### config.mk
export PLATFORM = sky130hd
export DESIGN_NAME = pmrs_top
export DESIGN_NICKNAME = d
export VERILOG_FILES = /design/src/pmrs_pkg.sv /design/src/pmrs_delay_timer.sv /design/src/pmrs_top.sv
export SDC_FILE = /design/constraint.sdc
export NUM_CORES = 1
export LEC_CHECK = 0
export ABC_AREA = 1
export BUFFER_PORTS_ARGS = -buffer_cell sky130_fd_sc_hd__buf_4
export CORE_MARGIN = 1
export CORE_UTILIZATION = 42
export DETAILED_ROUTE_END_ITERATION = 8
export PLACE_DENSITY = 0.81
export SLEW_MARGIN = 20
export SYNTH_ARGS = -nofsm -noshare
export SYNTH_HDL_FRONTEND = slang
export SYNTH_SLANG_ARGS = --single-unit
### constraint.sdc
create_clock -name aclk -period 1.6 [get_ports aclk]
set_input_delay 0 -clock aclk [delete_from_list [all_inputs] [get_ports aclk]]
set_output_delay 0 -clock aclk [all_outputs]
set_load 0.01 [all_outputs]
### src/pmrs_pkg.sv
// constants, register map and state codes of the power mode and reset sequencer
package pmrs_pkg;
  localparam int CLK_PERIOD_NS = 5;
  localparam int PWRUP_T0_US = 140;
  localparam int PWRUP_T1_US = 4500;
  localparam int PWRUP_T2_US = 18000;
  localparam int PWRUP_T3_US = 72000;
  localparam int PWRUP_T4_US = 288000;
  localparam int TMR_W = 26;
  localparam int AXI_AW = 8;
  localparam int SYNC_W = 11;

  function automatic logic [25:0] us_to_cyc(input int t_us);
    return 26'((t_us * 1000 + CLK_PERIOD_NS - 1) / CLK_PERIOD_NS);
  endfunction

  localparam logic [25:0] PWRUP_CYC_0 = us_to_cyc(PWRUP_T0_US);
  localparam logic [25:0] PWRUP_CYC_1 = us_to_cyc(PWRUP_T1_US);
  localparam logic [25:0] PWRUP_CYC_2 = us_to_cyc(PWRUP_T2_US);
  localparam logic [25:0] PWRUP_CYC_3 = us_to_cyc(PWRUP_T3_US);
  localparam logic [25:0] PWRUP_CYC_4 = us_to_cyc(PWRUP_T4_US);
  localparam logic [25:0] OST_SHORT_CYC = 26'h000_0001;
  localparam logic [25:0] OST_LONG_CYC = 26'h000_0010;
  localparam logic [25:0] WAKE_XTAL_CYC = 26'h000_0200;
  localparam logic [25:0] WAKE_RC_CYC = 26'h000_0010;

  localparam logic [7:0] ADDR_CTRL = 8'h00;
  localparam logic [7:0] ADDR_CMD = 8'h04;
  localparam logic [7:0] ADDR_STAT = 8'h08;
  localparam logic [7:0] ADDR_CFG = 8'h0C;

  localparam int CTRL_SEL_BIT = 0;
  localparam int CTRL_STOP_BIT = 1;
  localparam int CTRL_MODE_LSB = 2;
  localparam int CMD_HALT_BIT = 0;
  localparam int CMD_KICK_BIT = 1;
  localparam int CFG_XTAL_BIT = 3;
  localparam int CFG_FAST_BIT = 4;
  localparam logic [4:0] CFG_RST = 5'h10;

  localparam logic [1:0] MODE_NONE = 2'h0;
  localparam logic [1:0] MODE_HALT = 2'h1;
  localparam logic [1:0] MODE_STBY = 2'h2;
  localparam logic [1:0] RESP_OKAY = 2'h0;
  localparam logic [1:0] RESP_SLVERR = 2'h2;
  localparam logic [6:0] WAKE_HALT_MASK = 7'h07;

  typedef enum logic [2:0] {
    PMRS_ST_RESET = 3'b000,
    PMRS_ST_PWRUP = 3'b001,
    PMRS_ST_OST = 3'b010,
    PMRS_ST_RUN = 3'b011,
    PMRS_ST_STBY = 3'b100,
    PMRS_ST_HALT = 3'b101,
    PMRS_ST_WAKE = 3'b110
  } pmrs_state_t;
endpackage

### src/pmrs_delay_timer.sv
// down-counting delay timer that pulses done when a loaded count runs out
`timescale 1ns/1ps
module pmrs_delay_timer (
  input logic aclk,
  input logic aresetn,
  input logic load,
  input logic [25:0] load_val,
  output logic done
);
  logic [25:0] cnt_q;
  logic done_q;

  // done lands n edges after the edge that loads n
  always_ff @(posedge aclk) begin
    if (!aresetn) begin
      cnt_q <= '0;
      done_q <= 1'b0;
    end else begin
      done_q <= (cnt_q == 26'h000_0001) && !load;
      if (load) begin
        cnt_q <= load_val;
      end else if (cnt_q != '0) begin
        cnt_q <= cnt_q - 26'h000_0001;
      end
    end
  end

  assign done = done_q;
endmodule // pmrs_delay_timer

### src/pmrs_top.sv
// power mode control and reset sequencing behind an AXI4-Lite register port
//
// How it works
// - any of supply rise, low supply, reset pin low or watchdog timeout forces reset.
// - reset reloads control registers; configuration keeps its contents, flag bits follow the cause.
// - power-on or low supply reset sets timeout and powerdown flags to one.
// - pin reset outside halt leaves both flags as they were.
// - pin reset during halt sets both flags to one.
// - watchdog reset outside halt clears timeout flag, sets powerdown flag.
// - watchdog reset during halt clears both flags.
// - halt command sets timeout, clears powerdown; watchdog kick sets both.
// - after sources release, always wait the power-up period first.
// - power-up period picked by three config bits: 140us to 288ms.
// - after a 140us power-up wait, one more settle cycle.
// - after longer power-up waits, sixteen more settle cycles.
// - normal runs both oscillators; slow mode lets fast oscillator stop.
// - standby stops execution, slow oscillator runs, many wake sources.
// - halt stops everything; only watchdog, port change, external interrupt wake.
// - mode field 10b enters standby; 01b or halt command enters halt.
// - wake-up resumes normal or slow according to fast oscillator select.
// - halt wake waits 512 cycles with crystal, else 16; standby none.
// - halt entry clears powerdown, sets timeout, clears watchdog count.
`timescale 1ns/1ps
module pmrs_top #(
  parameter logic [25:0] PWRUP_CYC_0 = pmrs_pkg::PWRUP_CYC_0,
  parameter logic [25:0] PWRUP_CYC_1 = pmrs_pkg::PWRUP_CYC_1,
  parameter logic [25:0] PWRUP_CYC_2 = pmrs_pkg::PWRUP_CYC_2,
  parameter logic [25:0] PWRUP_CYC_3 = pmrs_pkg::PWRUP_CYC_3,
  parameter logic [25:0] PWRUP_CYC_4 = pmrs_pkg::PWRUP_CYC_4
) (
  input logic aclk,
  input logic aresetn,
  input logic [7:0] awaddr,
  input logic awvalid,
  output logic awready,
  input logic [31:0] wdata,
  input logic [3:0] wstrb,
  input logic wvalid,
  output logic wready,
  output logic [1:0] bresp,
  output logic bvalid,
  input logic bready,
  input logic [7:0] araddr,
  input logic arvalid,
  output logic arready,
  output logic [31:0] rdata,
  output logic [1:0] rresp,
  output logic rvalid,
  input logic rready,
  input logic power_rise,
  input logic low_supply_reset,
  input logic ext_reset_n,
  input logic watchdog_timeout,
  input logic [6:0] wake_event,
  output logic fast_osc_en,
  output logic slow_osc_en,
  output logic exec_en,
  output logic timer_on,
  output logic modules_on,
  output logic watchdog_clear,
  output logic sys_reset_n
);
  pmrs_pkg::pmrs_state_t st_q, st_d;
  logic [10:0] sync1_q, sync2_q;
  logic por_s, lvr_s, ext_s, wdt_s, any_src, src_new, halted;
  logic [6:0] wake_s;
  logic awready_q, wready_q, bvalid_q, arready_q, rvalid_q;
  logic [1:0] bresp_q, rresp_q;
  logic [31:0] rdata_q, rd_word;
  logic wr_fire, ar_fire, wr_en, running;
  logic sel_q, stop_q;
  logic [1:0] mode_req_q;
  logic [4:0] cfg_q;
  logic to_q, pd_q;
  logic halt_cmd, kick_cmd, halt_req, halt_enter;
  logic tmr_load, tmr_done;
  logic [25:0] tmr_val;
  logic fast_q, slow_q, exec_q, timer_q, mod_q, wclr_q, sysrst_q;

  function automatic logic hit(input logic [7:0] a, input logic [7:0] off);
    return a == off;
  endfunction

  function automatic logic is_halted(input pmrs_pkg::pmrs_state_t s);
    return (s == pmrs_pkg::PMRS_ST_HALT) || (s == pmrs_pkg::PMRS_ST_WAKE);
  endfunction

  // sources and wake events come from other domains
  always_ff @(posedge aclk) begin
    if (!aresetn) begin
      sync1_q <= '0;
      sync2_q <= '0;
    end else begin
      sync1_q <= {power_rise, low_supply_reset, ext_reset_n, watchdog_timeout, wake_event};
      sync2_q <= sync1_q;
    end
  end

  assign por_s = sync2_q[10];
  assign lvr_s = sync2_q[9];
  assign ext_s = !sync2_q[8];
  assign wdt_s = sync2_q[7];
  assign wake_s = sync2_q[6:0];
  assign any_src = por_s || lvr_s || ext_s || wdt_s;
  assign src_new = any_src && (st_q != pmrs_pkg::PMRS_ST_RESET);
  assign halted = is_halted(st_q);
  assign running = (st_q == pmrs_pkg::PMRS_ST_RUN);

  // write channel: address and data taken together, one write in flight
  assign wr_fire = awvalid && wvalid && !awready_q && !bvalid_q;
  assign wr_en = wr_fire && wstrb[0];

  always_ff @(posedge aclk) begin
    if (!aresetn) begin
      awready_q <= 1'b0;
      wready_q <= 1'b0;
      bvalid_q <= 1'b0;
      bresp_q <= pmrs_pkg::RESP_OKAY;
    end else begin
      awready_q <= wr_fire;
      wready_q <= wr_fire;
      if (wr_fire) begin
        if (hit(awaddr, pmrs_pkg::ADDR_CTRL) || hit(awaddr, pmrs_pkg::ADDR_CMD) ||
            hit(awaddr, pmrs_pkg::ADDR_STAT) || hit(awaddr, pmrs_pkg::ADDR_CFG)) begin
          bresp_q <= pmrs_pkg::RESP_OKAY;
        end else begin
          bresp_q <= pmrs_pkg::RESP_SLVERR;
        end
      end
      if (awready_q) begin
        bvalid_q <= 1'b1;
      end else if (bready) begin
        bvalid_q <= 1'b0;
      end
    end
  end

  // read channel
  assign ar_fire = arvalid && !arready_q && !rvalid_q;

  always_comb begin
    rd_word = '0;
    if (hit(araddr, pmrs_pkg::ADDR_CTRL)) begin
      rd_word = {28'h000_0000, mode_req_q, stop_q, sel_q};
    end else if (hit(araddr, pmrs_pkg::ADDR_STAT)) begin
      rd_word = {27'h000_0000, st_q, pd_q, to_q};
    end else if (hit(araddr, pmrs_pkg::ADDR_CFG)) begin
      rd_word = {27'h000_0000, cfg_q};
    end
  end

  always_ff @(posedge aclk) begin
    if (!aresetn) begin
      arready_q <= 1'b0;
      rvalid_q <= 1'b0;
      rdata_q <= '0;
      rresp_q <= pmrs_pkg::RESP_OKAY;
    end else begin
      arready_q <= ar_fire;
      if (ar_fire) begin
        rdata_q <= rd_word;
        if (hit(araddr, pmrs_pkg::ADDR_CTRL) || hit(araddr, pmrs_pkg::ADDR_CMD) ||
            hit(araddr, pmrs_pkg::ADDR_STAT) || hit(araddr, pmrs_pkg::ADDR_CFG)) begin
          rresp_q <= pmrs_pkg::RESP_OKAY;
        end else begin
          rresp_q <= pmrs_pkg::RESP_SLVERR;
        end
      end
      if (arready_q) begin
        rvalid_q <= 1'b1;
      end else if (rready) begin
        rvalid_q <= 1'b0;
      end
    end
  end

  // commands only act while the core executes
  assign halt_cmd = wr_en && running && hit(awaddr, pmrs_pkg::ADDR_CMD) &&
                    wdata[pmrs_pkg::CMD_HALT_BIT];
  assign kick_cmd = wr_en && running && hit(awaddr, pmrs_pkg::ADDR_CMD) &&
                    wdata[pmrs_pkg::CMD_KICK_BIT];
  assign halt_req = halt_cmd || (mode_req_q == pmrs_pkg::MODE_HALT);
  assign halt_enter = running && halt_req && !any_src;

  // control register: reloaded by any reset event
  always_ff @(posedge aclk) begin
    if (!aresetn) begin
      // constant here: cfg_q is itself being reset in this same cycle
      sel_q <= pmrs_pkg::CFG_RST[pmrs_pkg::CFG_FAST_BIT];
      stop_q <= 1'b0;
      mode_req_q <= pmrs_pkg::MODE_NONE;
    end else if (st_q == pmrs_pkg::PMRS_ST_RESET || any_src) begin
      sel_q <= cfg_q[pmrs_pkg::CFG_FAST_BIT];
      stop_q <= 1'b0;
      mode_req_q <= pmrs_pkg::MODE_NONE;
    end else if (running && st_d != pmrs_pkg::PMRS_ST_RUN) begin
      mode_req_q <= pmrs_pkg::MODE_NONE;
    end else if (wr_en && running && hit(awaddr, pmrs_pkg::ADDR_CTRL)) begin
      sel_q <= wdata[pmrs_pkg::CTRL_SEL_BIT];
      stop_q <= wdata[pmrs_pkg::CTRL_STOP_BIT];
      mode_req_q <= wdata[pmrs_pkg::CTRL_MODE_LSB +: 2];
    end
  end

  // configuration word survives reset events, only aresetn restores it
  always_ff @(posedge aclk) begin
    if (!aresetn) begin
      cfg_q <= pmrs_pkg::CFG_RST;
    end else if (wr_en && hit(awaddr, pmrs_pkg::ADDR_CFG)) begin
      cfg_q <= wdata[4:0];
    end
  end

  // timeout and powerdown flags by cause
  always_ff @(posedge aclk) begin
    if (!aresetn) begin
      to_q <= 1'b1;
      pd_q <= 1'b1;
    end else if (por_s || lvr_s) begin
      to_q <= 1'b1;
      pd_q <= 1'b1;
    end else if (src_new && wdt_s) begin
      to_q <= 1'b0;
      pd_q <= !halted;
    end else if (src_new && ext_s && halted) begin
      to_q <= 1'b1;
      pd_q <= 1'b1;
    end else if (halt_enter) begin
      to_q <= 1'b1;
      pd_q <= 1'b0;
    end else if (kick_cmd && !any_src) begin
      to_q <= 1'b1;
      pd_q <= 1'b1;
    end
    // a pin reset outside halt falls through and keeps both flags
  end

  function automatic logic [25:0] pwrup_cycles(input logic [2:0] s);
    case (s)
      3'h0: return PWRUP_CYC_0;
      3'h1: return PWRUP_CYC_1;
      3'h2: return PWRUP_CYC_2;
      3'h3: return PWRUP_CYC_3;
      default: return PWRUP_CYC_4;
    endcase
  endfunction

  always_comb begin
    st_d = st_q;
    if (any_src) begin
      st_d = pmrs_pkg::PMRS_ST_RESET;
    end else begin
      case (st_q)
        pmrs_pkg::PMRS_ST_RESET: st_d = pmrs_pkg::PMRS_ST_PWRUP;
        pmrs_pkg::PMRS_ST_PWRUP: if (tmr_done) st_d = pmrs_pkg::PMRS_ST_OST;
        pmrs_pkg::PMRS_ST_OST: if (tmr_done) st_d = pmrs_pkg::PMRS_ST_RUN;
        pmrs_pkg::PMRS_ST_RUN: begin
          if (halt_req) begin
            st_d = pmrs_pkg::PMRS_ST_HALT;
          end else if (mode_req_q == pmrs_pkg::MODE_STBY) begin
            st_d = pmrs_pkg::PMRS_ST_STBY;
          end
        end
        pmrs_pkg::PMRS_ST_STBY: if (|wake_s) st_d = pmrs_pkg::PMRS_ST_RUN;
        pmrs_pkg::PMRS_ST_HALT: begin
          if (|(wake_s & pmrs_pkg::WAKE_HALT_MASK)) st_d = pmrs_pkg::PMRS_ST_WAKE;
        end
        pmrs_pkg::PMRS_ST_WAKE: if (tmr_done) st_d = pmrs_pkg::PMRS_ST_RUN;
        default: st_d = pmrs_pkg::PMRS_ST_RESET;
      endcase
    end
  end

  always_ff @(posedge aclk) begin
    if (!aresetn) begin
      st_q <= pmrs_pkg::PMRS_ST_RESET;
    end else begin
      st_q <= st_d;
    end
  end

  // one timer serves power-up, settle and halt wake waits
  always_comb begin
    tmr_load = 1'b0;
    tmr_val = '0;
    if (!any_src) begin
      case (st_q)
        pmrs_pkg::PMRS_ST_RESET: begin
          tmr_load = 1'b1;
          tmr_val = pwrup_cycles(cfg_q[2:0]);
        end
        pmrs_pkg::PMRS_ST_PWRUP: begin
          tmr_load = tmr_done;
          tmr_val = (cfg_q[2:0] == 3'h0) ? pmrs_pkg::OST_SHORT_CYC
                                         : pmrs_pkg::OST_LONG_CYC;
        end
        pmrs_pkg::PMRS_ST_HALT: begin
          tmr_load = |(wake_s & pmrs_pkg::WAKE_HALT_MASK);
          tmr_val = cfg_q[pmrs_pkg::CFG_XTAL_BIT] ? pmrs_pkg::WAKE_XTAL_CYC
                                                  : pmrs_pkg::WAKE_RC_CYC;
        end
        default: tmr_load = 1'b0;
      endcase
    end
  end

  pmrs_delay_timer pmrs_delay_timer_inst (
    .aclk(aclk),
    .aresetn(aresetn),
    .load(tmr_load),
    .load_val(tmr_val),
    .done(tmr_done)
  );

  // gating outputs follow the state one cycle later
  always_ff @(posedge aclk) begin
    if (!aresetn) begin
      fast_q <= 1'b1;
      slow_q <= 1'b1;
      exec_q <= 1'b0;
      timer_q <= 1'b0;
      mod_q <= 1'b0;
      sysrst_q <= 1'b0;
    end else begin
      sysrst_q <= (st_q != pmrs_pkg::PMRS_ST_RESET);
      case (st_q)
        pmrs_pkg::PMRS_ST_RUN, pmrs_pkg::PMRS_ST_STBY: begin
          // stop only bites in slow mode, so normal mode keeps its clock
          fast_q <= sel_q || !stop_q;
          slow_q <= 1'b1;
          exec_q <= running;
          timer_q <= 1'b1;
          mod_q <= 1'b1;
        end
        pmrs_pkg::PMRS_ST_HALT: begin
          fast_q <= 1'b0;
          slow_q <= 1'b0;
          exec_q <= 1'b0;
          timer_q <= 1'b0;
          mod_q <= 1'b0;
        end
        default: begin
          fast_q <= 1'b1;
          slow_q <= 1'b1;
          exec_q <= 1'b0;
          timer_q <= 1'b0;
          mod_q <= 1'b0;
        end
      endcase
    end
  end

  always_ff @(posedge aclk) begin
    if (!aresetn) begin
      wclr_q <= 1'b0;
    end else begin
      wclr_q <= halt_enter || (kick_cmd && !any_src);
    end
  end

  assign awready = awready_q;
  assign wready = wready_q;
  assign bvalid = bvalid_q;
  assign bresp = bresp_q;
  assign arready = arready_q;
  assign rvalid = rvalid_q;
  assign rdata = rdata_q;
  assign rresp = rresp_q;
  assign fast_osc_en = fast_q;
  assign slow_osc_en = slow_q;
  assign exec_en = exec_q;
  assign timer_on = timer_q;
  assign modules_on = mod_q;
  assign watchdog_clear = wclr_q;
  assign sys_reset_n = sysrst_q;
endmodule // pmrs_top

# Word level (Yosys, flattened, before mapping)
# Index checks and enable logic that the tools add are counted.
# totals
ram_bits,0
regBits,109
output_inout_bits,48
mem_count,0
mem_bits_ro,0
latch_bits,0
input_bits,70
elab_cells,151
# classes
div_mod_pow,0
mul,0
addsub,1
n_eq_ne,20
muxes,39
n_lt_le_gt_ge,0
bitwise,2
shift,0
reduce_logical,65
# ops
operator,count
case mux 26 bit (4 select lines),1
two-way mux 26 bit,3
case mux 26 bit (3 select lines),1
equality test 8 x 4 -> 1 bit (second input constant),4
equality test 26 x 1 -> 1 bit (second input constant),1
nonzero test 26 bit,1
subtractor 26 x 1 -> 26 bit (second input constant),1
logical AND 1 bit,21
two-way mux 3 bit,7
two-way mux 5 bit,4
case mux 3 bit (6 select lines),1
two-way mux 1 bit,17
equality test 8 x 3 -> 1 bit (second input constant),2
logical NOT 8 bit,2
logical OR 1 bit,14
equality test 3 x 2 -> 1 bit (second input constant),4
two-way mux 10 bit,1
equality test 3 bit (second input constant),3
logical NOT 1 bit,9
nonzero test 2 bit,4
OR reduction 2 bit,4
OR reduction 7 bit,1
equality test 3 x 1 -> 1 bit (second input constant),2
logical NOT 3 bit,2
other kinds (12),17

# Logic depth before layout (Yosys ltp)
# Gate-level depths: netlist of the first run.
# depth
depth_word,15
depth_mapped,12

# Cells and area by module
# From an unflattened synthesis of the first run, not the netlist that was laid out.
# unflattened
hier_cells,656
hier_area_um2,4272.8
# modules_own_cells
mod,area_each_um2,instances,cells_per_inst
pmrs_top,2547.4,1,373
pmrs_delay_timer,1725.4,1,283

# Worst setup path before layout of the first run
# No wires, ideal clock.
# synth_timing
kind,flip-flop to flip-flop
from,register pmrs_delay_timer_inst.cnt_q[0]
to,register pmrs_delay_timer_inst.cnt_q[14]
setup_time_ns,0.117
path_slack_ns,-0.100
period_less_slack_ns,1.700
path_stages_with_launch,11
t_required_ns,1.483
n_path_buf,1
arrival_ns,1.583
cell_sequence,dfxtp_1 > inv_1 > ha_1 > nand4_4 > nor2_4 > nand3_2 > nor2_2 > nand3_4 > nand2_4 > buf_6 > nor2_1
# synth_between
elab_chain_cells,3
elab_cells_between_ends,5
classes_between,add/sub (1); mux (2); reduce/logical (2)
# synth_rtl
item,line_no,rtl
"start, declared",pmrs_delay_timer.sv:10,logic [25:0] cnt_q;
"start signal, assigned",pmrs_delay_timer.sv:21,cnt_q <= load_val;
"start signal, assigned",pmrs_delay_timer.sv:23,cnt_q <= cnt_q - 26'h000_0001;
subtractor 26 x 1 -> 26 bit,pmrs_delay_timer.sv:23,
two-way mux 26 bit,pmrs_delay_timer.sv:22,end else if (cnt_q != '0) begin
two-way mux 26 bit,pmrs_delay_timer.sv:20,if (load) begin
# Several ways; a longest one is shown, not always the timed one. The select of a mux whose other input is x is not followed.
# A chain may end at the register's enable or synchronous reset.

# Worst setup path after layout of the first run
# layout_timing
from,register sync2_q[10]
to,register pd_q
# layout_between
elab_chain_cells,8
elab_cells_between_ends,15
classes_between,mux (3); reduce/logical (12)
# layout_rtl
item,line_no,rtl
"start, declared",pmrs_top.sv:64,"logic [10:0] sync1_q, sync2_q;"
"start signal, assigned",pmrs_top.sv:95,sync2_q <= sync1_q;
logical OR 1 bit *,"pmrs_top.sv:104, pmrs_top.sv:219",
logical OR 1 bit (2 in series),pmrs_top.sv:104,assign any_src = por_s || lvr_s || ext_s || wdt_s;
logical NOT 1 bit / logical AND 1 bit (equally long branches),"pmrs_top.sv:183, pmrs_top.sv:231, pmrs_top.sv:105",
logical AND 1 bit (on tied branches),"pmrs_top.sv:183, pmrs_top.sv:225",
two-way mux 1 bit / logical AND 1 bit (equally long branches),"pmrs_top.sv:228, pmrs_top.sv:225",
two-way mux 1 bit,pmrs_top.sv:225,end else if (src_new && ext_s && halted) begin
two-way mux 1 bit,pmrs_top.sv:222,end else if (src_new && wdt_s) begin
"end signal, assigned",pmrs_top.sv:224,pd_q <= !halted;
"end, declared",pmrs_top.sv:74,"logic to_q, pd_q;"
# Every way passes the cells marked *; elsewhere a longest branch is shown, timed or not.

==> impl_summary.md, run 1 <==
Status
The run finished, with violations left. The checks that failed: setup timing.

Flow run
Across the run, the number of max-cap violations was 0.

Timing
The smallest clock period supported by the final layout is computed as 1640 ps. The slew of the pin with the lowest slew margin is 675 ps. The number of hold violations in the final report is 0. The final period utilization is 103%. Headroom to the max-slew limit came out at 54.9%. Final hold analysis gives a worst-case slack of 6.97 ps. Timing would allow up to 0.609 GHz. The max-slew violation count is 0. In the post-route analysis, the smallest setup slack over all paths is -42.5 ps. After routing, the total negative slack on setup checks comes to -110 ps. Setup repair after global routing could not meet its margin everywhere. Setup violations remaining at the end of the flow were counted as 5. For the final database, setup skew stands at 12.5 ps.

Layout
The number of antenna diodes in the final layout is 0. The final standard cell count with taps included and fillers excluded is 878. The share of post-route cells with drive strength above 1 is 32.0%. With fillers left out, the area of the finished cells amounts to 5800 sq um.

Compared with the post-synthesis result, the final layout area differs by 40.8%. The final net count is 816. The layout has 825 filler cells.

Synth
In this run, distinct cell masters in the synthesized netlist total 40. The warning count from the yosys run is 0. The post-synthesis async set-or-reset flop share is 0%.

Summed over all instances, the cell type with the most area after synthesis is sky130_fd_sc_hd__dfxtp_1. The commonest cells after synthesis are sky130_fd_sc_hd__nand2_1 (112), sky130_fd_sc_hd__nor2_1 (94), sky130_fd_sc_hd__inv_1 (90). Of the post-synthesis cell area, the dominant cell type holds 38.9%. The count of flip-flops with a built-in enable after synthesis is 0. By area the synthesized netlist is led by sky130_fd_sc_hd__dfxtp_1 (39%), sky130_fd_sc_hd__nand2_1 (10%), sky130_fd_sc_hd__nor2_1 (8.6%).

The mapped netlist covers 4120 sq um. The most used flip-flop cell after synthesis is sky130_fd_sc_hd__dfxtp_1. The library cell with the highest instance count after synthesis is sky130_fd_sc_hd__nand2_1. The mean cell area of the mapped netlist is 6.91 sq um. After synthesis, flip-flops and latches occupy 38.9% of the total area. The register bit count reported by yosys is 80. After technology mapping, the gate count stands at 596.

CTS
The maximum number of buffers from clock root to sink is 2. Clock-pin slew was measured on the worst setup and hold paths at 90 ps. The total number of H-tree levels is 3. The number of clock buffers added by TritonCTS is 9. The clock latency at the later pin of the worst-skew pair is 360 ps. The number of clock sinks seen by CTS is 80. In this run the clock root is driven by a sky130_fd_sc_hd__clkbuf_8.

TritonCTS built the clock tree.

Die
In this run the standard cell core region covers 9370 sq um. During I/O placement, the number of pins put on the boundary was 118. The floorplan step set the die height to 101 microns. The die is 101 microns wide. After floorplanning, the core was divided into 35 placement rows. The die footprint is 10200 sq um. The initial utilization of the core area, before any placement, comes to 44.0%.

Setup path
The startpoint identified for the worst register-to-register timing path is sync2_q[10]$_SDFF_PN0_. The required time of the critical path is 1850 ps. The signal arrival time at the worst endpoint is 1890 ps. The class of the most critical setup path is flip-flop to flip-flop. The element type at the critical path start is a flip-flop. The worst setup path is captured at a flip-flop.

The largest driver fanout on the critical path is 6. The beginning of the critical path is sync2_q[10]$_SDFF_PN0_.

Detailed routing
The pre-antenna-repair detailed-routing pass consisted of 7 iterations. The remaining design rule violation count is 0. For this block, the initial DRC count from the detailed router was 280. The via count is 4246.

The number of nets still failing antenna checks after routing is 0. The average routed wire per standard cell is 13.0 microns. Wires add up to 11.4 mm. Using the TritonRoute via totals, the vias-per-cell ratio works out to 4.84.

Min path
The worst hold-check path type is input port to flip-flop. The startpoint identified for the worst hold timing path is wvalid.

Power and ir drop
The switching power is 3.50 mW. The total design power is 8.74 mW. For this design the static power due to leakage is 2.84 nW.

Power spread over the standard cell area amounts to 1510 nW/um^2. Of the total power, the share spent switching nets is 40.0%. Combinational logic burns 50.2% of the power. The internal portion of the total power is 5.24 mW. The peak ir drop on the vdd network is 0.000659 V. The sequential group share of total power is 30.0%. In this run, the clock network consumes 19.8% of the power.

Placed design
The placed cell count is 832. At the end of routability-driven placement, the weighted congestion stood at 0.972. Buffers placed on the I/O ports in this run total 58.

The cell area after placement is 5010 sq um. The final HPWL from detailed placement is 8.12 mm.

Global routing
The first-pass GRT wire length is 18.0 mm. The number of global-route vias before repair is 4019. After global routing the overflow that remains totals 0. The all-layer global routing usage is 22.9%.

Entering global routing, the biggest net connects 37 pins. The initial antenna violation count is 0.
## final timing paths
kind                                               to  slack (ps)  depth (start not counted)
worst max-delay path                pd_q$_SDFFE_PP1P_         -40                          9
worst min-delay path                wready$_SDFF_PN0_           7                          5
worst min register to register  sync2_q[0]$_SDFF_PN0_         420                          2
worst max register to register      pd_q$_SDFFE_PP1P_         -40                          9
## cell type report
class / instances / area [sq um] / share of cell area [%]
clock buffer: 9 / 124 / 2.14
clock inverter: 7 / 103 / 1.77
inverter: 92 / 354 / 6.10
multi-input combinational: 409 / 2220 / 38.2
sequential: 80 / 1610 / 27.8
tap: 129 / 161 / 2.78
timing repair buffer: 152 / 1230 / 21.2
## per-layer routing
layer	part of all wire [%]	vias to the layer above	global-route usage [%]	routed length, microns
li1	-	2128	-	-
met1	39	1959	25.7	4470
met2	53	130	42.8	6020
met3	5.3	29	3.40	603
met4	2.8	0	9.14	319
met5	0	-	0	0
## flip-flops by register name, summed over array words and instances (netlist names), 2 cells and up
name and count:
rdata 5, st_q 3, sync1_q 11, pmrs_delay_timer_inst.cnt_q 26, cfg_q 5, sync2_q 11
mode_req_q 2
## placed cells by master, fill, tap and decap left out, types with 15 or more instances in the layout
master / netlist / final
sky130_fd_sc_hd__inv_1: 90 / 82
sky130_fd_sc_hd__dlygate4sd3_1: 0 / 19
sky130_fd_sc_hd__a21oi_1: 36 / 32
sky130_fd_sc_hd__buf_4: 34 / 123
sky130_fd_sc_hd__nor2_1: 94 / 71
sky130_fd_sc_hd__nand2_1: 112 / 105
sky130_fd_sc_hd__nand3_1: 24 / 15
sky130_fd_sc_hd__dfxtp_1: 80 / 73
sky130_fd_sc_hd__nand4_1: 15 / 15
sky130_fd_sc_hd__nor2_2: 3 / 21
sky130_fd_sc_hd__conb_1: 1 / 29
sky130_fd_sc_hd__o21ai_0: 37 / 27
## worst max-delay path: stages (launching register included)
cell,delay [ps]
sky130_fd_sc_hd__dfxtp_2,330
sky130_fd_sc_hd__or2_4,240
sky130_fd_sc_hd__nor3_4,220
sky130_fd_sc_hd__buf_4,170
sky130_fd_sc_hd__buf_8,110
sky130_fd_sc_hd__nand4_1,150
sky130_fd_sc_hd__nand2_1,120
sky130_fd_sc_hd__inv_2,40
sky130_fd_sc_hd__nand4_1,60
sky130_fd_sc_hd__nand3_1,80
## through the flow
step / utilization, % / setup slack (ps)
finish: 61.9 / -42.5
global route: 61.9 / -135
CTS: 58.9 / -14.0
detailed placement: 53.5 / -66.6
global placement: 53.5 / -20.8
floorplan: - / 18.5
## repair_timing
item / CTS / global route
pin swaps: 6 / 23
gates resized for setup: 24 / 76
buffers inserted: 3 / 8
setup endpoints to repair: 27 / 40
hold buffers: 19 / 0
hold endpoints to repair: 21 / 0
## kinds of logic (layout without fill, tap and decap cells)
| family | count (synthesis) | after routing | synth area share (%) |
|---|---|---|---|
| AO/OA/AOI/OAI | 92 | 92 | 12.1 |
| other | 1 | 29 | 0.0910 |
| AND/OR/NAND/NOR | 274 | 274 | 30.0 |
| XOR/XNOR | 12 | 12 | 2.55 |
| adder cells (fa/ha/maj) | 2 | 2 | 0.607 |
| buffers and inverters | 135 | 260 | 15.8 |
| flip-flops | 80 | 80 | 38.9 |
## power groups by stage
stage	clock, mW	sequential, mW	combinational [mW]
final	1.74	2.62	4.39
after global routing	1.82	2.65	4.89
after CTS	1.75	2.59	4.11
after detailed placement	0	2.63	3.84
after global placement	0	2.62	3.77
after floorplan	0	2.59	2.43
Note: power is estimated with default switching activity, not from simulation.
==> run 2: changes to the inputs <==
--- a/config.mk
+++ b/config.mk
@@ -11,6 +11,7 @@
 export CORE_UTILIZATION = 42
 export DETAILED_ROUTE_END_ITERATION = 8
 export PLACE_DENSITY = 0.81
+export REMOVE_ABC_BUFFERS = 1
 export SLEW_MARGIN = 20
 export SYNTH_ARGS = -nofsm -noshare
 export SYNTH_HDL_FRONTEND = slang
==> run 2 against run 1 <==
Against the previous run: the run still ends with setup timing left; utilization grew 0.76 points; maximum frequency down 5.4%; critical path depth up 2; hold slack better by 25 ps; non-clock buffer count is 2 higher; highest routed layer unchanged; critical endpoint is now stop_q$_SDFFE_PP0P_; cell count up 0.34%.
==> impl_summary.md, run 2 (synthesis results as in run 1) <==
Layout
The core occupancy in the finished layout is 62.7% (+0.76 points). The leading cell type in the layout, fill and taps excluded is sky130_fd_sc_hd__buf_4. In the final layout, the registers with the most flip-flops are pmrs_delay_timer_inst.cnt_q x26, sync1_q x11, sync2_q x11. The flip-flop count of the largest register after layout is 26 (unchanged). From synthesis to final layout, the design area changed by 42.5%.

The number of inserted diodes is 0 (unchanged). The share of post-route cells with drive strength above 1 is 31.9% (-0.13 points). The final net count is 819 (+0.37%). The top register by number of flip-flops is pmrs_delay_timer_inst.cnt_q. The final design area excluding fillers is 5870 sq um (+1.2%). In the layout the commonest cells are sky130_fd_sc_hd__buf_4 (125), sky130_fd_sc_hd__nand2_1 (104), sky130_fd_sc_hd__inv_1 (77), sky130_fd_sc_hd__dfxtp_1 (75), sky130_fd_sc_hd__nor2_1 (72).

Setup path
The most numerous cell type found on the critical path is sky130_fd_sc_hd__nand2_2. The largest stage delay on the critical path is 370 ps (+40 ps). The class of the most critical setup path is flip-flop to flip-flop. The slowest stage of the critical path is the sky130_fd_sc_hd__dfxtp_4 cell. The worst path buffer plus inverter count is 0 (-3).

The required time of the critical path is 1900 ps (+50 ps). In this design, the largest share of critical-path delay is due to simple AND/OR/NAND/NOR gates. The critical path goes through nor2_4 -> nand3_4 -> nor2_4 -> nand3_2 -> nand2_2 -> nand2_2 -> nand2_2 -> nand4_1 -> nand2_1 -> nand2_1 -> nor2_1. The endpoint class of the critical path is a flip-flop. The largest driver fanout on the critical path was 4 (-2). STA classifies the critical path startpoint as a flip-flop. The signal arrival time at the worst endpoint was 2040 ps (+150 ps).

Placed design
The count of buffers inserted at the top-level ports came to 58 (unchanged). The cell area after placement is 4920 sq um (-1.9%). The final HPWL from detailed placement is 8.05 mm (-0.83%). The last weighted congestion value of the routability-driven placer is 0.894 (-8.1%).

The pre-CTS setup slack is -150 ps (-83.2 ps).

Global routing
The total grt overflow is 0 (unchanged). The initial antenna violation count is 0 (unchanged). The largest net degree at the start of global routing is 37 (unchanged). The number of global-route vias before repair is 4151 (+3.3%). The all-layer global routing usage is 23.7% (+0.85 points). The first-pass GRT wire length is 18.8 mm (+4.8%).

Detailed routing
The number of DRC violations after detailed-routing iteration 0 is 320 (+14%). The vias per cell is 5.18 (+7.1%). The detailed-router iteration count before antenna repair was 5 (-2). The number of nets still failing antenna checks after routing came to 0 (unchanged). The remaining design rule violation count is 0 (unchanged). The via count was 4563 (+7.5%). The average routed wire per standard cell is 14.8 microns (+14%).

The routed wire length is 13.0 mm (+14%).

Die
The chip height came to 101 microns (unchanged). The die footprint is 10200 sq um (unchanged). The horizontal extent of the die was 101 microns (unchanged). The cell row count was 35 (unchanged). The starting density of the core came to 44.0% (unchanged). The area of the core region is 9370 sq um (unchanged). The number of primary I/O pins is 118 (unchanged).

CTS
The number of buffers inserted during clock tree synthesis is 9 (unchanged). The number of clock sinks seen by CTS is 80 (unchanged). The clock latency at the later pin of the worst-skew pair is 360 ps (about the same). The total number of H-tree levels is 3 (unchanged). The CTS root buffer is sky130_fd_sc_hd__clkbuf_8. The clock transition at the register clock pins on the worst setup and hold paths after CTS is 80 ps (about the same).

The CTS tree is built. The maximum number of buffers from clock root to sink is 2 (unchanged).

Timing
The maximum clock frequency is 0.576 GHz (-5.4%). The clock skew is 9.82 ps (-2.71 ps). The slew of the pin with the lowest slew margin is 575 ps (-100 ps). The minimum clock period after layout is 1740 ps (+94.4 ps).

The final period utilization came to 109% (+5.9 points). The normalized max-slew margin came to 61.6% (+6.7 points). The max-slew violation count is 0 (unchanged). The total setup violations reported at the end of the flow is 28 (+23). The post-route setup TNS is -1870 ps (-1760 ps).

Setup repair after global routing could not meet its margin everywhere. The number of hold violations in the final report is 0 (unchanged). The setup slack of the critical path after layout is -137 ps (-94.4 ps).

Status
The checks that failed: setup timing. The run finished, with violations left.

Flow run
The max-cap check violation count is 0 (unchanged).

Power and ir drop
The areal power density over the cells came to 1560 nW/um^2 (+3.6%). The leakage power of the design was 2.84 nW (-0.22%). The peak ir drop on the vdd network is 0.000942 V (+43%).

Min path
The worst hold-check path type is input port to flip-flop.
## run 2: cell types whose count changed in the layout (fill, tap and decap cells not counted), sizes merged
cell and delta:
clkbuf +2, dlygate4sd3 +2, bufinv -1, clkinv -1, nand2 +1
## run 2: final timing paths
kind	slack, ps	cells after the start	end	startpoint
max	-140	11	stop_q$_SDFFE_PP0P_	wready$_SDFF_PN0_
min	30	5	rresp[1]$_SDFFE_PN0P_	araddr[4]
max reg2reg	-140	11	stop_q$_SDFFE_PP0P_	wready$_SDFF_PN0_
min reg2reg	420	2	sync2_q[1]$_SDFF_PN0_	sync1_q[1]$_SDFF_PN0_
## run 2: area by class of cell
cell class,count,area [sq um]
Fill cell,746,3500
Multi-Input combinational cell,410,2290
Inverter,92,350
Sequential cell,80,1610
Clock inverter,5,62.6
Tap cell,129,161
Timing Repair Buffer,154,1240
Clock buffer,11,151
## run 2: metrics by stage
stage	power [mW]	std cells	hold slack (ps)
5_1_grt	9.69	881	85.3
6_report	9.17	881	32.1
2_1_floorplan	4.90	581	68.7
3_3_place_gp	6.33	821	182
3_5_place_dp	6.44	821	186
4_1_cts	8.41	862	14.6
## run 2: where the power goes
| part | switching (mW) | leakage [nW] | internal [mW] | total [mW] |
|---|---|---|---|---|
| combinational | 2.69 | 2.08 | 2.20 | 4.89 |
| clock | 0.783 | 0.103 | 0.817 | 1.60 |
| sequential | 0.344 | 0.657 | 2.34 | 2.68 |
| total | 3.82 | 2.84 | 5.35 | 9.17 |
## run 2: worst reg2reg max path, stage by stage (launching register included)
cell and delay [ps]:
sky130_fd_sc_hd__dfxtp_4 370, sky130_fd_sc_hd__nor2_4 140, sky130_fd_sc_hd__nand3_4 110, sky130_fd_sc_hd__nor2_4 140, sky130_fd_sc_hd__nand3_2 130, sky130_fd_sc_hd__nand2_2 130
sky130_fd_sc_hd__nand2_2 60, sky130_fd_sc_hd__nand2_2 90, sky130_fd_sc_hd__nand4_1 200, sky130_fd_sc_hd__nand2_1 160, sky130_fd_sc_hd__nand2_1 70, sky130_fd_sc_hd__nor2_1 70
## run 2: per-layer routing
layer | track usage, % | part of all wire, %
met5 | 0 | 0
met4 | 8.36 | 3.1
met3 | 4.30 | 7.3
met2 | 43.8 | 51
met1 | 27.1 | 38
## run 2: what timing repair did
| action | CTS | global route |
|---|---|---|
| resized for setup | 38 | 74 |
| hold endpoints to repair | 22 | 0 |
| setup buffers | 4 | 18 |
| gates cloned | 0 | 1 |
| pin swaps | 9 | 29 |
| hold buffers | 21 | 0 |
| setup endpoints to repair | 29 | 39 |
==> run 3: changes to the inputs <==
--- a/config.mk
+++ b/config.mk
@@ -8,9 +8,9 @@
 export ABC_AREA = 1
 export BUFFER_PORTS_ARGS = -buffer_cell sky130_fd_sc_hd__buf_4
 export CORE_MARGIN = 1
-export CORE_UTILIZATION = 42
+export CORE_UTILIZATION = 43
 export DETAILED_ROUTE_END_ITERATION = 8
-export PLACE_DENSITY = 0.81
+export PLACE_DENSITY = 0.83
 export REMOVE_ABC_BUFFERS = 1
 export SLEW_MARGIN = 20
 export SYNTH_ARGS = -nofsm -noshare
==> run 3 against run 2 <==
Against the previous run: the run still ends with setup timing left; hold slack got worse by 12 ps; design area fell by 0.98%; worst setup slack improved by 40 ps; die area is 2.3% lower; wire length fell by 5.9%; via count decreased by 3.9%; global-route usage up 0.17 points; largest cell class unchanged; clock skew down 0.95 ps.
==> impl_summary.md, run 3 (synthesis results as in run 1) <==
Status
The flow ran to the end, but the final reports show violations. The final reports fail on setup timing.

Timing
The maximum clock frequency was 0.589 GHz (+2.4%). The final period utilization is 106% (-2.5 points). The max-slew violation count is 0 (unchanged). The normalized max-slew margin was 65.4% (+3.8 points). The setup slack of the critical path after layout is -96.7 ps (+40.2 ps). The clock skew was 8.87 ps (-0.949 ps).

The total setup violations reported at the end of the flow was 20 (-29%). The final hold slack was 19.8 ps (-12.3 ps). Setup repair after global routing could not meet its margin everywhere. The slew of the pin with the lowest slew margin was 517 ps (-58.3 ps). The minimum clock period after layout is 1700 ps (-40.2 ps). The number of hold violations in the final report is 0 (unchanged).

Die
The cell row count is 35 (unchanged). The area of the core region is 9240 sq um (-1.4%). The chip height is 99.9 microns (-1.1%).

The starting density of the core is 44.6% (+0.63 points). The number of primary I/O pins was 118 (unchanged). The die footprint is 9980 sq um (-2.3%). The horizontal extent of the die is 99.9 microns (-1.1%).

Placed design
The count of buffers inserted at the top-level ports came to 58 (unchanged). The cell area after placement is 5010 sq um (+2.0%). The last weighted congestion value of the routability-driven placer came to 0.934 (+4.5%).

The final HPWL from detailed placement is 8.21 mm (+1.9%). The pre-CTS setup slack was -154 ps (-4.37 ps).

Layout
In the layout the commonest cells are sky130_fd_sc_hd__buf_4 (124), sky130_fd_sc_hd__nand2_1 (108), sky130_fd_sc_hd__inv_1 (82), sky130_fd_sc_hd__nor2_1 (77), sky130_fd_sc_hd__dfxtp_1 (75). The core occupancy in the finished layout came to 62.9% (+0.27 points). The share of post-route cells with drive strength above 1 came to 31.0% (-0.89 points). The final net count is 820 (+0.12%). The leading cell type in the layout, fill and taps excluded is sky130_fd_sc_hd__buf_4. The largest registers in the layout are pmrs_delay_timer_inst.cnt_q x26, sync1_q x11, sync2_q x11.

The final design area excluding fillers was 5810 sq um (-0.98%). The top register by number of flip-flops is pmrs_delay_timer_inst.cnt_q. The number of inserted diodes came to 0 (unchanged).

The flip-flop count of the largest register after layout is 26 (unchanged). From synthesis to final layout, the design area changed by 41.1%. The number of fill cells is 741 (-0.67%).

CTS
The maximum number of buffers from clock root to sink is 2 (unchanged). The total number of H-tree levels is 3 (unchanged). The number of buffers inserted during clock tree synthesis is 9 (unchanged). The number of clock sinks seen by CTS is 80 (unchanged). The CTS tree is built. The clock transition at the register clock pins on the worst setup and hold paths after CTS was 80 ps (about the same). Clock tree synthesis selected as its root buffer the cell sky130_fd_sc_hd__clkbuf_8. The clock latency at the later pin of the worst-skew pair is 360 ps (about the same).

Detailed routing
The vias per cell came to 4.98 (-3.8%). The number of nets still failing antenna checks after routing is 0 (unchanged). The average routed wire per standard cell was 13.9 microns (-5.8%). The remaining design rule violation count came to 0 (unchanged).

The routed wire length was 12.2 mm (-5.9%). The detailed-router iteration count before antenna repair is 6 (+1). The via count is 4386 (-3.9%).

The number of DRC violations after detailed-routing iteration 0 was 357 (+12%).

Power and ir drop
The clock power share is 13.9% (-3.6 points). The switching power came to 3.75 mW (-1.9%). The relative contribution of combinational cells to total power is 56.9% (+3.6 points). The peak ir drop on the vdd network is 0.000777 V (-18%). The sequential group share of total power came to 29.2% (about the same).

The leakage power of the design is 2.82 nW (-0.47%). The cell-internal power is 5.25 mW (-1.8%). The areal power density over the cells is 1550 nW/um^2 (-0.89%). The switching part of the total was 41.7% (about the same).

Min path
The startpoint identified for the worst hold timing path is awvalid. The min-delay analysis places its worst path in the category input port to flip-flop. The number of cells on the worst hold path is 5 (unchanged). The capture endpoint of the worst hold path is wready$_SDFF_PN0_.

Global routing
The all-layer global routing usage is 23.9% (+0.17 points). The largest net degree at the start of global routing is 24 (-35%). The total grt overflow was 0 (unchanged). The first-pass GRT wire length is 18.7 mm (-0.84%).

The number of global-route vias before repair came to 4226 (+1.8%). The initial antenna violation count is 0 (unchanged).

Setup path
The endpoint class of the critical path is a flip-flop. The signal arrival time at the worst endpoint is 1990 ps (-50 ps). The worst setup path is of the flip-flop to flip-flop kind. The register-to-register setup slack is -100 ps (+40 ps). The largest driver fanout on the critical path came to 14 (+10). The worst reg-to-reg path cell count is 11 (unchanged). The start of the worst register-to-register path is st_q[1]$_SDFF_PN0_. The end of the worst register-to-register path is pmrs_delay_timer_inst.cnt_q[0]$_SDFFE_PN0P_. The required time of the critical path was 1890 ps (about the same). The element type at the critical path start is a flip-flop.

Flow run
The max-cap check violation count is 0 (unchanged).
## run 3: power by group through the flow
stage	Combinational, mW	Clock, mW	Sequential, mW
2_1_floorplan	2.31	0	2.59
3_3_place_gp	3.84	0	2.62
3_5_place_dp	3.93	0	2.63
4_1_cts	4.48	1.27	2.60
5_1_grt	5.62	1.37	2.66
6_report	5.12	1.25	2.63
## run 3: through the flow
step / total power, mW / std cells / setup TNS, ps
final: 9.00 / 880 / -455
after global routing: 9.65 / 880 / -3430
after CTS: 8.35 / 872 / -341
after detailed placement: 6.57 / 834 / -1630
after global placement: 6.46 / 834 / -591
after floorplan: 4.90 / 581 / -2670
## run 3: what timing repair did
| action | in CTS | in global routing |
|---|---|---|
| hold buffers | 22 | 0 |
| gates resized for setup | 49 | 49 |
| pin swaps | 8 | 28 |
| gates cloned | 0 | 0 |
| endpoints found under the setup margin | 28 | 35 |
| hold endpoints to repair | 28 | 0 |
| buffers inserted | 2 | 8 |
## run 3: final cells by class
| type | count | area [sq um] | area share (%) |
|---|---|---|---|
| clock buffers | 10 | 128 | 2.19 |
| flip-flops and latches | 80 | 1610 | 27.7 |
| clock inverters | 4 | 23.8 | 0.409 |
| repair buffers | 156 | 1260 | 21.7 |
| multi-input cells | 409 | 2280 | 39.2 |
| inverters | 92 | 350 | 6.03 |
| well taps | 129 | 161 | 2.78 |
## run 3: layer usage
layer  routed length, microns  vias up  global-route usage, %
li1                         -     2126                      -
met2                     6320      153                   42.9
met1                     4800     2071                   26.6
met3                      685       36                   5.29
met4                      425        0                   11.9
met5                        0        -                      0
## run 3: worst max-delay path by stage
stage	startpoint	endpoint	slack [ps]	depth (start not counted)
after floorplan	sync2_q[9]$_SDFF_PN0_	pmrs_delay_timer_inst.cnt_q[9]$_SDFFE_PN0P_	-210	7
after global placement	pmrs_delay_timer_inst.cnt_q[1]$_SDFFE_PN0P_	pmrs_delay_timer_inst.cnt_q[19]$_SDFFE_PN0P_	-50	11
after detailed placement	pmrs_delay_timer_inst.cnt_q[1]$_SDFFE_PN0P_	pmrs_delay_timer_inst.cnt_q[19]$_SDFFE_PN0P_	-150	11
after CTS	sync2_q[9]$_SDFF_PN0_	pmrs_delay_timer_inst.cnt_q[0]$_SDFFE_PN0P_	-40	7
after global routing	bvalid$_SDFFE_PN0P_	sel_q$_SDFFE_PN1P_	-160	10
final	st_q[1]$_SDFF_PN0_	pmrs_delay_timer_inst.cnt_q[0]$_SDFFE_PN0P_	-100	11
## run 3: worst max-delay path: stages (launching register included)
cell                      delay, ps
sky130_fd_sc_hd__dfxtp_2        350
sky130_fd_sc_hd__inv_2           70
sky130_fd_sc_hd__nand2_2        100
sky130_fd_sc_hd__nor2_4          40
sky130_fd_sc_hd__nand2_1         70
sky130_fd_sc_hd__o21ai_2         80
sky130_fd_sc_hd__o21ai_2        260
sky130_fd_sc_hd__buf_6          220
sky130_fd_sc_hd__nand2_1         70
sky130_fd_sc_hd__o21ai_0         90
sky130_fd_sc_hd__nand2_1        120
sky130_fd_sc_hd__a21oi_2        130
